===== src/rtl/fdx_defines.svh =====
// offsets, field positions, reset values and timing counts of the read engine
// assumes inclusion by every file that needs them, once per compile unit
`ifndef FDX_DEFINES_SVH
`define FDX_DEFINES_SVH
// ****************
// register offsets
// ****************
`define FDX_A_CMD 8'h00
`define FDX_A_STAT 8'h04
`define FDX_A_RES 8'h08
`define FDX_A_DATA 8'h0C
`define FDX_A_CFG 8'h10
`define FDX_A_TC 8'h14
// ****************
// fields
// ****************
`define FDX_CFG_RST 20'h0_2010
`define FDX_CFG_SEEK 0
`define FDX_ST0_SE 5
`define FDX_ST1_ND 2
`define FDX_ST1_DE 5
`define FDX_ST2_DD 5
`define FDX_ST2_CM 6
`define FDX_OP_READ 5'h06
`define FDX_OP_RDEL 5'h0C
`define FDX_OP_WRITE 5'h05
`define FDX_OP_WDEL 5'h09
`define FDX_OP_VERIFY 5'h16
`define FDX_IC_ABN 2'b01
`define FDX_IC_BAD 2'b10
`define FDX_PRM_LAST 4'h8
`define FDX_RES_LAST 3'h6
`define FDX_BASE_LEN 15'h0080
// ****************
// timing
// ****************
`define FDX_CLK_NS 10
`define FDX_STEP_NS 1000000
`endif


===== src/rtl/fdx_pkg.sv =====
// types used by the read engine: sequencer states and command kinds
// assumes nothing of its surroundings
package fdx_pkg;
  typedef enum logic [2:0] {
    ST_IDLE = 3'b000,
    ST_SEEK = 3'b001,
    ST_SETTLE = 3'b010,
    ST_SEARCH = 3'b011,
    ST_DATA = 3'b100,
    ST_RESULT = 3'b101
  } fdx_state_t;
  typedef enum logic [1:0] {
    K_READ = 2'b00,
    K_WRITE = 2'b01,
    K_VERIFY = 2'b10,
    K_BAD = 2'b11
  } fdx_kind_t;
endpackage

===== src/rtl/fdx_engine.sv =====
// execution sequencer for the data transfer commands, with apb registers
// assumes disk-side strobes are pclk logic; only the index pin is asynchronous
//
// What this block does
// - read, write, verify share nine parameter bytes; low five opcode bits pick
// - implied seek runs first when enabled, drive busy shown meanwhile
// - failed seek ends command, first status code plus failing cylinder
// - load head, wait settle time, search ids, move matching sector to fifo
// - after each sector, sector number plus one, continue with next
// - terminal count or overrun stops host data, sector finishes, then end
// - sector length is 128 bytes shifted left by size code
// - size zero, short length below 128: only that many bytes passed on
// - size zero short write pads rest of 128-byte sector with zeros
// - multi-track runs side 0 sector 1 through last sector of side 1
// - result identifiers at host stop depend on multi-track and final sector
// - head stays loaded for unload interval; new command skips settling
// - two index pulses without sector: code 01, no-data flag, end
// - crc error: code 01, crc error flag, end; field crc flag only on an id field crc error
// - read with mismatched mark: skip clear reads and stops, set skips
// - sector address advances automatically except after a data crc error or a mismatched mark read with skip clear
// - read deleted behaves as read but targets deleted marks
// - read deleted swaps mark roles for control-mark and skipping
//
// The implementer's own choices: the register offsets and the APB interface to the registers.
`timescale 1ns/10ps
`include "fdx_defines.svh"
module fdx_engine import fdx_pkg::*; #(
  parameter int STEP_CYCLES = `FDX_STEP_NS / `FDX_CLK_NS
) (
  input wire logic pclk,
  input wire logic presetn,
  input wire logic [7:0] paddr,
  input wire logic psel,
  input wire logic penable,
  input wire logic pwrite,
  input wire logic [31:0] pwdata,
  output logic [31:0] prdata,
  output logic pready,
  output logic pslverr,
  input wire logic index_pulse_input_n,
  input wire logic id_valid,
  input wire logic [7:0] id_cyl,
  input wire logic [7:0] id_head,
  input wire logic [7:0] id_sec,
  input wire logic [7:0] id_size,
  input wire logic id_crc_ok,
  input wire logic mark_valid,
  input wire logic mark_deleted,
  input wire logic byte_valid,
  input wire logic [7:0] byte_data,
  input wire logic field_end,
  input wire logic field_crc_ok,
  output logic seek_req,
  output logic [7:0] seek_cyl,
  input wire logic seek_done,
  input wire logic seek_ok,
  input wire logic [7:0] seek_fail_cyl,
  output logic head_load,
  output logic head_select,
  output logic [7:0] wr_data,
  output logic wr_data_valid
);
  fdx_state_t st_r;
  logic [7:0] prm_r [0:8];
  logic [3:0] pcnt_r;
  logic ack_r;
  logic [19:0] cfg_r;
  logic [7:0] cyl_r, hd_r, sec_r, cur_cyl_r;
  logic [1:0] ic_r;
  logic se_r, nd_r, de_r, dd_r, cm_r;
  logic [2:0] res_idx_r;
  logic matched_r, no_inc_r, stop_r, pad_r;
  logic [1:0] idx_cnt_r;
  logic [14:0] bcnt_r;
  logic [23:0] tick_r;
  logic [7:0] wait_r, ul_r;
  logic head_loaded_r;
  logic [2:0] idx_sync_r;
  logic [7:0] fifo_rd, fifo_wd;
  logic fifo_full, fifo_empty, fifo_push, fifo_pop;
  fdx_kind_t kind;
  logic acc, done, hit, cmd_wr, res_pop, apb_push, apb_pop, tc_wr;
  logic step, idx_pulse, mt, skip, is_del, pass, wpass, last, more, start;
  logic [14:0] sect_len, limit;
  logic [7:0] sec_nxt, hd_nxt, cyl_nxt, res_byte;

  // ****************
  // apb slave, one wait state on every access
  // ****************
  assign acc = psel && penable;
  assign done = acc && ack_r;
  assign pready = ack_r;
  assign hit = (paddr <= `FDX_A_TC) && (paddr[1:0] == 2'b00);
  assign pslverr = ack_r && !hit;
  assign cmd_wr = done && pwrite && (paddr == `FDX_A_CMD) && (st_r == ST_IDLE);
  assign res_pop = done && !pwrite && (paddr == `FDX_A_RES) && (st_r == ST_RESULT);
  assign tc_wr = done && pwrite && (paddr == `FDX_A_TC);
  assign apb_push = done && pwrite && (paddr == `FDX_A_DATA) && (kind == K_WRITE);
  // pop in the first access cycle so registered fifo data is there at pready
  assign apb_pop = acc && !ack_r && !pwrite && (paddr == `FDX_A_DATA) &&
                   (kind == K_READ) && !fifo_empty;

  always_ff @(posedge pclk or negedge presetn) begin
    if (!presetn) begin
      ack_r <= 1'b0;
      cfg_r <= `FDX_CFG_RST;
    end else begin
      ack_r <= acc && !ack_r;
      if (done && pwrite && (paddr == `FDX_A_CFG)) begin
        cfg_r <= pwdata[19:0];
      end
    end
  end

  always_comb begin
    case (res_idx_r)
      3'h0: res_byte = {ic_r, se_r, 2'b00, hd_r[0], prm_r[1][1:0]};
      3'h1: res_byte = 8'(de_r) << `FDX_ST1_DE | 8'(nd_r) << `FDX_ST1_ND;
      3'h2: res_byte = 8'(cm_r) << `FDX_ST2_CM | 8'(dd_r) << `FDX_ST2_DD;
      3'h3: res_byte = cyl_r;
      3'h4: res_byte = hd_r;
      3'h5: res_byte = sec_r;
      default: res_byte = prm_r[5];
    endcase
    case (paddr)
      `FDX_A_CMD: prdata = {28'h000_0000, pcnt_r};
      `FDX_A_STAT: prdata = {22'h00_0000, fifo_full, fifo_empty, 1'b0, st_r,
                             head_loaded_r, st_r == ST_RESULT, seek_req,
                             st_r != ST_IDLE};
      `FDX_A_RES: prdata = {24'h00_0000, res_byte};
      `FDX_A_DATA: prdata = {24'h00_0000, fifo_rd};
      `FDX_A_CFG: prdata = {12'h000, cfg_r};
      default: prdata = 32'h0000_0000;
    endcase
  end

  // ****************
  // command bytes and decode
  // ****************
  assign start = cmd_wr && (pcnt_r == `FDX_PRM_LAST);
  always_ff @(posedge pclk or negedge presetn) begin
    if (!presetn) begin
      pcnt_r <= 4'h0;
      for (int i = 0; i < 9; i++) begin
        prm_r[i] <= 8'h00;
      end
    end else if (cmd_wr) begin
      prm_r[pcnt_r] <= pwdata[7:0];
      pcnt_r <= start ? 4'h0 : 4'(pcnt_r + 4'h1);
    end
  end

  always_comb begin
    case (prm_r[0][4:0])
      `FDX_OP_READ, `FDX_OP_RDEL: kind = K_READ;
      `FDX_OP_WRITE, `FDX_OP_WDEL: kind = K_WRITE;
      `FDX_OP_VERIFY: kind = K_VERIFY;
      default: kind = K_BAD;
    endcase
  end
  assign mt = prm_r[0][7];
  assign skip = prm_r[0][5];
  assign is_del = (prm_r[0][4:0] == `FDX_OP_RDEL);

  // sector length and count of bytes that reach the host
  assign sect_len = 15'(`FDX_BASE_LEN << prm_r[5][2:0]);
  // a nonzero size code ignores the short length entirely
  assign limit = (prm_r[5] == 8'h00 && prm_r[8] < 8'h80) ?
                 {7'h00, prm_r[8]} : sect_len;
  assign pass = !stop_r && (bcnt_r < limit);
  assign wpass = pass && (kind == K_WRITE);

  // next sector address
  assign last = (sec_r == prm_r[6]);
  always_comb begin
    sec_nxt = 8'(sec_r + 8'h01);
    hd_nxt = hd_r;
    cyl_nxt = cyl_r;
    more = 1'b1;
    if (last) begin
      sec_nxt = 8'h01;
      if (mt && !hd_r[0]) begin
        hd_nxt = 8'h01;
      end else begin
        cyl_nxt = 8'(cyl_r + 8'h01);
        hd_nxt = mt ? {hd_r[7:1], ~hd_r[0]} : hd_r;
        more = 1'b0;
      end
    end
  end

  // ****************
  // index pin synchroniser and step timer
  // ****************
  always_ff @(posedge pclk or negedge presetn) begin
    if (!presetn) begin
      idx_sync_r <= 3'b111;
      tick_r <= 24'h00_0000;
    end else begin
      idx_sync_r <= {idx_sync_r[1:0], index_pulse_input_n};
      tick_r <= step ? 24'h00_0000 : 24'(tick_r + 24'h00_0001);
    end
  end
  assign idx_pulse = idx_sync_r[2] && !idx_sync_r[1];
  assign step = (tick_r == 24'(STEP_CYCLES - 1));

  // ****************
  // data fifo
  // ****************
  assign fifo_wd = (kind == K_READ) ? byte_data : pwdata[7:0];
  assign fifo_push = (kind == K_READ) ?
    (st_r == ST_DATA && byte_valid && pass && !fifo_full) :
    (apb_push && !fifo_full);
  assign fifo_pop = apb_pop || (st_r == ST_DATA && byte_valid && wpass && !fifo_empty);

  fdx_fifo u_fifo (
    .pclk(pclk),
    .presetn(presetn),
    .push(fifo_push),
    .wdata(fifo_wd),
    .pop(fifo_pop),
    .rdata(fifo_rd),
    .full(fifo_full),
    .empty(fifo_empty)
  );

  // write byte to the disk: fifo data, or zeros once the host part is done
  always_ff @(posedge pclk or negedge presetn) begin
    if (!presetn) begin
      wr_data_valid <= 1'b0;
      pad_r <= 1'b1;
    end else begin
      wr_data_valid <= st_r == ST_DATA && byte_valid && kind == K_WRITE;
      pad_r <= !(wpass && !fifo_empty);
    end
  end
  assign wr_data = pad_r ? 8'h00 : fifo_rd;

  // ****************
  // head load and unload timing
  // ****************
  always_ff @(posedge pclk or negedge presetn) begin
    if (!presetn) begin
      head_loaded_r <= 1'b0;
      ul_r <= 8'h00;
      wait_r <= 8'h00;
    end else begin
      wait_r <= (st_r != ST_SETTLE) ? 8'h00 : step ? 8'(wait_r + 8'h01) : wait_r;
      if (st_r == ST_SETTLE) begin
        head_loaded_r <= 1'b1;
      end
      // stays loaded for the unload interval after the command
      if (st_r != ST_IDLE) begin
        ul_r <= 8'h00;
      end else if (head_loaded_r && step) begin
        ul_r <= 8'(ul_r + 8'h01);
        if (ul_r >= cfg_r[19:12]) begin
          head_loaded_r <= 1'b0;
        end
      end
    end
  end
  assign head_load = head_loaded_r || (st_r == ST_SETTLE);
  assign head_select = hd_r[0];
  assign seek_req = (st_r == ST_SEEK);
  assign seek_cyl = cyl_r;

  // ****************
  // execution sequencer
  // ****************
  always_ff @(posedge pclk or negedge presetn) begin
    if (!presetn) begin
      st_r <= ST_IDLE;
      cyl_r <= 8'h00;
      hd_r <= 8'h00;
      sec_r <= 8'h00;
      cur_cyl_r <= 8'h00;
      ic_r <= 2'b00;
      {se_r, nd_r, de_r, dd_r, cm_r} <= 5'b00000;
      {matched_r, no_inc_r, stop_r} <= 3'b000;
      idx_cnt_r <= 2'b00;
      bcnt_r <= 15'h0000;
      res_idx_r <= 3'h0;
    end else begin
      if (tc_wr && st_r != ST_IDLE && st_r != ST_RESULT) begin
        stop_r <= 1'b1;
      end
      case (st_r)
        ST_IDLE: begin
          res_idx_r <= 3'h0;
          if (start) begin
            cyl_r <= prm_r[2];
            hd_r <= prm_r[3];
            sec_r <= prm_r[4];
            ic_r <= 2'b00;
            {se_r, nd_r, de_r, dd_r, cm_r} <= 5'b00000;
            {matched_r, no_inc_r, stop_r} <= 3'b000;
            idx_cnt_r <= 2'b00;
            if (kind == K_BAD) begin
              ic_r <= `FDX_IC_BAD;
              st_r <= ST_RESULT;
            end else if (cfg_r[`FDX_CFG_SEEK] && prm_r[2] != cur_cyl_r) begin
              st_r <= ST_SEEK;
            end else begin
              st_r <= head_loaded_r ? ST_SEARCH : ST_SETTLE;
            end
          end
        end
        ST_SEEK: begin
          if (seek_done && seek_ok) begin
            cur_cyl_r <= cyl_r;
            st_r <= head_loaded_r ? ST_SEARCH : ST_SETTLE;
          end else if (seek_done) begin
            ic_r <= `FDX_IC_ABN;
            se_r <= 1'b1;
            cyl_r <= seek_fail_cyl;
            st_r <= ST_RESULT;
          end
        end
        ST_SETTLE: begin
          if (wait_r >= cfg_r[11:4]) begin
            st_r <= ST_SEARCH;
          end
        end
        ST_SEARCH: begin
          if (idx_pulse) begin
            idx_cnt_r <= 2'(idx_cnt_r + 2'b01);
            if (idx_cnt_r == 2'b01) begin
              ic_r <= `FDX_IC_ABN;
              nd_r <= 1'b1;
              st_r <= ST_RESULT;
            end
          end
          if (id_valid && !id_crc_ok) begin
            ic_r <= `FDX_IC_ABN;
            de_r <= 1'b1;
            dd_r <= 1'b1;
            st_r <= ST_RESULT;
          end else if (id_valid) begin
            matched_r <= {id_cyl, id_head, id_sec, id_size} ==
                         {cyl_r, hd_r, sec_r, prm_r[5]};
            if ({id_cyl, id_head, id_sec} == {cyl_r, hd_r, sec_r}) begin
              idx_cnt_r <= 2'b00;
            end
          end else if (mark_valid && matched_r) begin
            matched_r <= 1'b0;
            bcnt_r <= 15'h0000;
            if (kind == K_READ && (mark_deleted ^ is_del)) begin
              cm_r <= 1'b1;
              if (skip) begin
                sec_r <= sec_nxt;
                hd_r <= hd_nxt;
                cyl_r <= cyl_nxt;
                st_r <= more ? ST_SEARCH : ST_RESULT;
              end else begin
                no_inc_r <= 1'b1;
                st_r <= ST_DATA;
              end
            end else begin
              st_r <= ST_DATA;
            end
          end
        end
        ST_DATA: begin
          if (byte_valid) begin
            bcnt_r <= 15'(bcnt_r + 15'h0001);
            // overrun or underrun acts as a terminal count
            if ((kind == K_READ && pass && fifo_full) || (wpass && fifo_empty)) begin
              stop_r <= 1'b1;
            end
          end
          if (field_end && !field_crc_ok) begin
            ic_r <= `FDX_IC_ABN;
            de_r <= 1'b1;
            st_r <= ST_RESULT;
          end else if (field_end && no_inc_r) begin
            st_r <= ST_RESULT;
          end else if (field_end) begin
            sec_r <= sec_nxt;
            hd_r <= hd_nxt;
            cyl_r <= cyl_nxt;
            idx_cnt_r <= 2'b00;
            st_r <= (more && !stop_r) ? ST_SEARCH : ST_RESULT;
          end
        end
        ST_RESULT: begin
          if (res_pop) begin
            res_idx_r <= 3'(res_idx_r + 3'h1);
            if (res_idx_r == `FDX_RES_LAST) begin
              st_r <= ST_IDLE;
            end
          end
        end
        default: st_r <= ST_IDLE;
      endcase
    end
  end

  // ****************
  // checks
  // ****************
  seek_busy_a: assert property (@(posedge pclk) disable iff (!presetn)
    st_r == ST_SEEK |-> seek_req && (paddr != `FDX_A_STAT || prdata[1:0] == 2'b11))
    else $error("drive busy not shown during seek");
  seek_fail_a: assert property (@(posedge pclk) disable iff (!presetn)
    st_r == ST_SEEK && seek_done && !seek_ok |=>
    st_r == ST_RESULT && ic_r == 2'b01 && cyl_r == $past(seek_fail_cyl))
    else $error("seek failure not reported");
  settle_head_a: assert property (@(posedge pclk) disable iff (!presetn)
    st_r == ST_SETTLE && wait_r < cfg_r[11:4] |=> st_r == ST_SETTLE && head_load)
    else $error("settle wait cut short");
  sector_inc_a: assert property (@(posedge pclk) disable iff (!presetn)
    st_r == ST_DATA && field_end && field_crc_ok && !no_inc_r && !last |=>
    sec_r == 8'($past(sec_r) + 8'h01))
    else $error("sector number not advanced");
  overrun_stop_a: assert property (@(posedge pclk) disable iff (!presetn)
    st_r == ST_DATA && byte_valid && kind == K_READ && pass && fifo_full |=>
    stop_r [*2])
    else $error("overrun did not stop host transfer");
  short_len_a: assert property (@(posedge pclk) disable iff (!presetn)
    st_r == ST_DATA && bcnt_r >= limit |-> !fifo_push || kind != K_READ)
    else $error("byte passed beyond short length");
  write_pad_a: assert property (@(posedge pclk) disable iff (!presetn)
    st_r == ST_DATA && byte_valid && kind == K_WRITE && !pass |=>
    wr_data_valid && wr_data == 8'h00)
    else $error("write not padded with zeros");
  index_miss_a: assert property (@(posedge pclk) disable iff (!presetn)
    st_r == ST_SEARCH && idx_pulse && idx_cnt_r == 2'b01 |=>
    st_r == ST_RESULT && nd_r && ic_r == 2'b01)
    else $error("missing sector not reported after two index pulses");
endmodule


===== src/rtl/fdx_fifo.sv =====
// sixteen byte data fifo with registered read data
// assumes one clock domain; pop only when not empty, push only when not full
`timescale 1ns/10ps
module fdx_fifo (
  input wire logic pclk,
  input wire logic presetn,
  input wire logic push,
  input wire logic [7:0] wdata,
  input wire logic pop,
  output logic [7:0] rdata,
  output logic full,
  output logic empty
);
  logic [7:0] mem [0:15];
  logic [4:0] wp_r;
  logic [4:0] rp_r;

  assign full = (wp_r[3:0] == rp_r[3:0]) && (wp_r[4] != rp_r[4]);
  assign empty = (wp_r == rp_r);

  always_ff @(posedge pclk) begin
    if (push) begin
      mem[wp_r[3:0]] <= wdata;
    end
  end

  always_ff @(posedge pclk or negedge presetn) begin
    if (!presetn) begin
      wp_r <= 5'h00;
      rp_r <= 5'h00;
      rdata <= 8'h00;
    end else begin
      if (push) begin
        wp_r <= 5'(wp_r + 5'h01);
      end
      if (pop) begin
        rp_r <= 5'(rp_r + 5'h01);
        rdata <= mem[rp_r[3:0]];
      end
    end
  end
endmodule


===== config.mk =====
export PLATFORM = sky130hd
export DESIGN_NAME = fdx_engine
export DESIGN_NICKNAME = d
export VERILOG_FILES = /design/src/rtl/fdx_pkg.sv /design/src/rtl/fdx_engine.sv /design/src/rtl/fdx_fifo.sv
export VERILOG_INCLUDE_DIRS = /design/src /design/src/rtl
export SDC_FILE = /design/constraint.sdc
export NUM_CORES = 1
export LEC_CHECK = 0
export BUFFER_PORTS_ARGS = -buffer_cell sky130_fd_sc_hd__buf_2
export CAP_MARGIN = 30
export CORE_MARGIN = 8
export CORE_UTILIZATION = 50
export DETAILED_ROUTE_END_ITERATION = 8
export HOLD_SLACK_MARGIN = 0.1
export PLACE_DENSITY = 0.69
export SYNTH_ARGS = -nofsm -noshare
export SYNTH_HDL_FRONTEND = slang
export SYNTH_SLANG_ARGS = --single-unit

===== constraint.sdc =====
create_clock -name pclk -period 3.65 [get_ports pclk]
set_input_delay 0 -clock pclk [delete_from_list [all_inputs] [get_ports pclk]]
set_output_delay 0 -clock pclk [all_outputs]
set_load 0.02 [all_outputs]

==> flow_metrics.tcl <==
set metrics [dict create \
    drt_pre_antenna_iters 6 \
    cts_tree "done" \
    synthArstFlopShare 0.622 \
    grt_pass1_wl_mm 70.8 \
    critPathLaunchType "flip-flop" \
    whs_ps 74.8 \
    power_density_nw_per_um2 414 \
    die_area_um2 39900 \
    gp_congestion 0.942 \
    power.leakage_nw 8.81 \
    crit_arrival_ps 3690 \
    worstMarginPinSlew_ps 747 \
    fin_crit_sh 0.947 \
    port_buffers 132 \
    maxCapViolCount 0 \
    synth_top_area_share 0.304 \
    crit_chain "nor4_2, buf_4, and3_1, nand2_1, ha_1, a21oi_1, o21ai_0, a221oi_1, o21ai_1, o31ai_2, buf_4, buf_4, nand3_1, buf_4, nor2b_1, buf_4" \
    slowest_delay_ps 380 \
    ys_seq_elements 339 \
    place_inst 1981 \
    die_w_um 200 \
    via_count 12279 \
    yosys.area.top_type "dfrtp_1" \
    syn_avg_cell_area_um2 11.9 \
    synth_area_um2 16900 \
    yosysWarningCount 0 \
    num_io_pins 157 \
    crit_fanout 8 \
    clock.fmax_mhz 289 \
    area_delta_synth_final_pct 19.2 \
    cts-root-buf "clkbuf_16" \
    drive_above_1_share 0.248 \
    skew_ps 23.6 \
    clock_latency_ps 530 \
    grt_start_max_net_pins 93 \
    grt_setup_unrepaired "false" \
    ir_worst_vdd_uv 460 \
    path_common_cell "buf_4" \
    ant_nets 0 \
    worst_path_max_delay_cell "dfrtp_1" \
    gr-total-overflow 0 \
    startpoint "prm_r[27]" \
    die_h_um 200 \
    setup_slack_ps 193 \
    status "finished clean" \
    clkTransAtPathRegs_ps 60 \
    synth.most_common_cell "dfrtp_1" \
    coreArea_um2 33400 \
    synth_cells 1414 \
    drt-total-wl_mm 46.2 \
    fp-row-count 67 \
    r2r_start "prm_r[27]" \
    required_ps 3880 \
    diodes 0 \
    cts_buffers 38 \
    path_class "reg2reg" \
    slew_headroom 0.502 \
    synth_ff_type "dfrtp_1" \
    post-place-ws_ps -84.7 \
    drc 0 \
    tns_ps 0 \
    min_path_type "in2async" \
    ys_seq_area_frac 0.541 \
    drt_iter0_markers 1131 \
    netlist_top_cells_count "205 x dfrtp_1, 132 x nand2_1, 128 x edfxtp_1" \
    cts_num_sinks 339 \
    synth_area_leaders "dfrtp_1 30%, edfxtp_1 23%, mux2_2 6.3%" \
    stdcell_count 2104 \
    num-nets-final 1781 \
    start_util 0.506 \
    synth-edff-count 128 \
    maxSlewViolCount 0 \
    wl_per_cell_um 21.9 \
    htreeDepth 2 \
    endpoint_kind "flip-flop" \
    synth_cell_types 75 \
    avgViaCountPerCell 5.84 \
    dp_hpwl_mm 32.5 \
    fin_crit_ps 3460 \
    clockBufferDepth 3 \
    grt_pass1_vias 12327 \
    grt_usage 0.231 \
    grt_antenna_before_repair 1 \
    final_hold_viol_count 0 \
    setup_viol 0 \
]
-- metrics by stage --
step                 util  instance area [um2]  power, W
global placement    0.545                18200   0.00427
CTS                 0.603                20100   0.00841
global route        0.603                20100   0.00857
floorplan               -                16900   0.00411
detailed placement  0.545                18200   0.00427
finish              0.603                20100   0.00834
-- registers in the layout (all words and copies together) (netlist names), 3 cells and up --
signal / count
u_fifo.mem: 128
prm_r: 56
tick_r: 24
cfg_r: 20
bcnt_r: 15
cur_cyl_r: 8
hd_r: 8
sec_r: 8
seek_cyl: 8
u_fifo.rdata: 8
ul_r: 8
wait_r: 8
u_fifo.rp_r: 5
u_fifo.wp_r: 5
pcnt_r: 4
idx_sync_r: 3
res_idx_r: 3
st_r: 3
-- worst max-delay path: cells and delay by family, from the launching register on --
family          cells  cell delay [ps]
compound gates      5              890
buf+inv             5              810
simple gates        5              790
flops               1              380
fa+ha+maj           1              290
-- cells in the final DEF, fill, tap and decap left out, types with 52 or more instances in the layout --
master / synthesis / final
buf_2: 7 / 131
dfrtp_1: 205 / 204
dlygate4sd3_1: 0 / 52
edfxtp_1: 128 / 128
mux2_2: 95 / 95
nand2_1: 132 / 132
nor2_1: 99 / 99
o21ai_0: 59 / 58
xnor2_1: 58 / 58
xor2_1: 55 / 55
-- kinds of logic after synthesis --
kind of cell / Yosys count / synth area share
adder cells (fa/ha/maj): 51 / 0.0378
other: 1 / 0.000222
flip-flops: 339 / 0.541
AO/OA/AOI/OAI: 213 / 0.0833
AND/OR/NAND/NOR: 446 / 0.132
XOR/XNOR: 113 / 0.0586
buffers and inverters: 114 / 0.0294
multiplexers: 137 / 0.118
-- worst paths after layout --
kind / to / slack (ps) / cells past startpoint
min in group pclk: idx_cnt_r[0] / 120 / 7
worst min register to register: idx_sync_r[1] / 370 / 0
worst max register to register: u_fifo.mem[11][6] / 190 / 16
max in group asynchronous: cfg_r[13] / 2560 / 3
worst max-delay path: u_fifo.mem[11][6] / 190 / 16
worst min-delay path: sec_r[5] / 70 / 2
-- what timing repair did --
action | CTS | global route
hold endpoints to repair | 245 | 0
hold buffers | 52 | 0
pin swaps | 1 | 0
setup endpoints to repair | 56 | 117
buffers inserted | 2 | 0
resized for setup | 1 | 9
-- cell type report --
cell class	instances	area [um2]
fillers	2642	13200
flip-flops and latches	339	9130
multi-input cells	972	7330
repair buffers	234	1580
clock buffers	52	1180
well taps	448	561
clock inverters	17	199
inverters	42	158
-- where the power goes --
| group | leakage [nW] | switching (W) | internal [W] |
|---|---|---|---|
| sequential | 3.93 | 0.00000239 | 0.00396 |
| clock | 0.672 | 0.00156 | 0.00255 |
| combinational | 4.21 | 0.000172 | 0.0000998 |
-- routing by layer --
layer	global-route usage	share of wire
met1	0.293	0.39
met2	0.399	0.49
met3	0.0342	0.075
met4	0.0894	0.041
met5	0	0.00017
No activity file was read; power rests on OpenSTA's default activity.
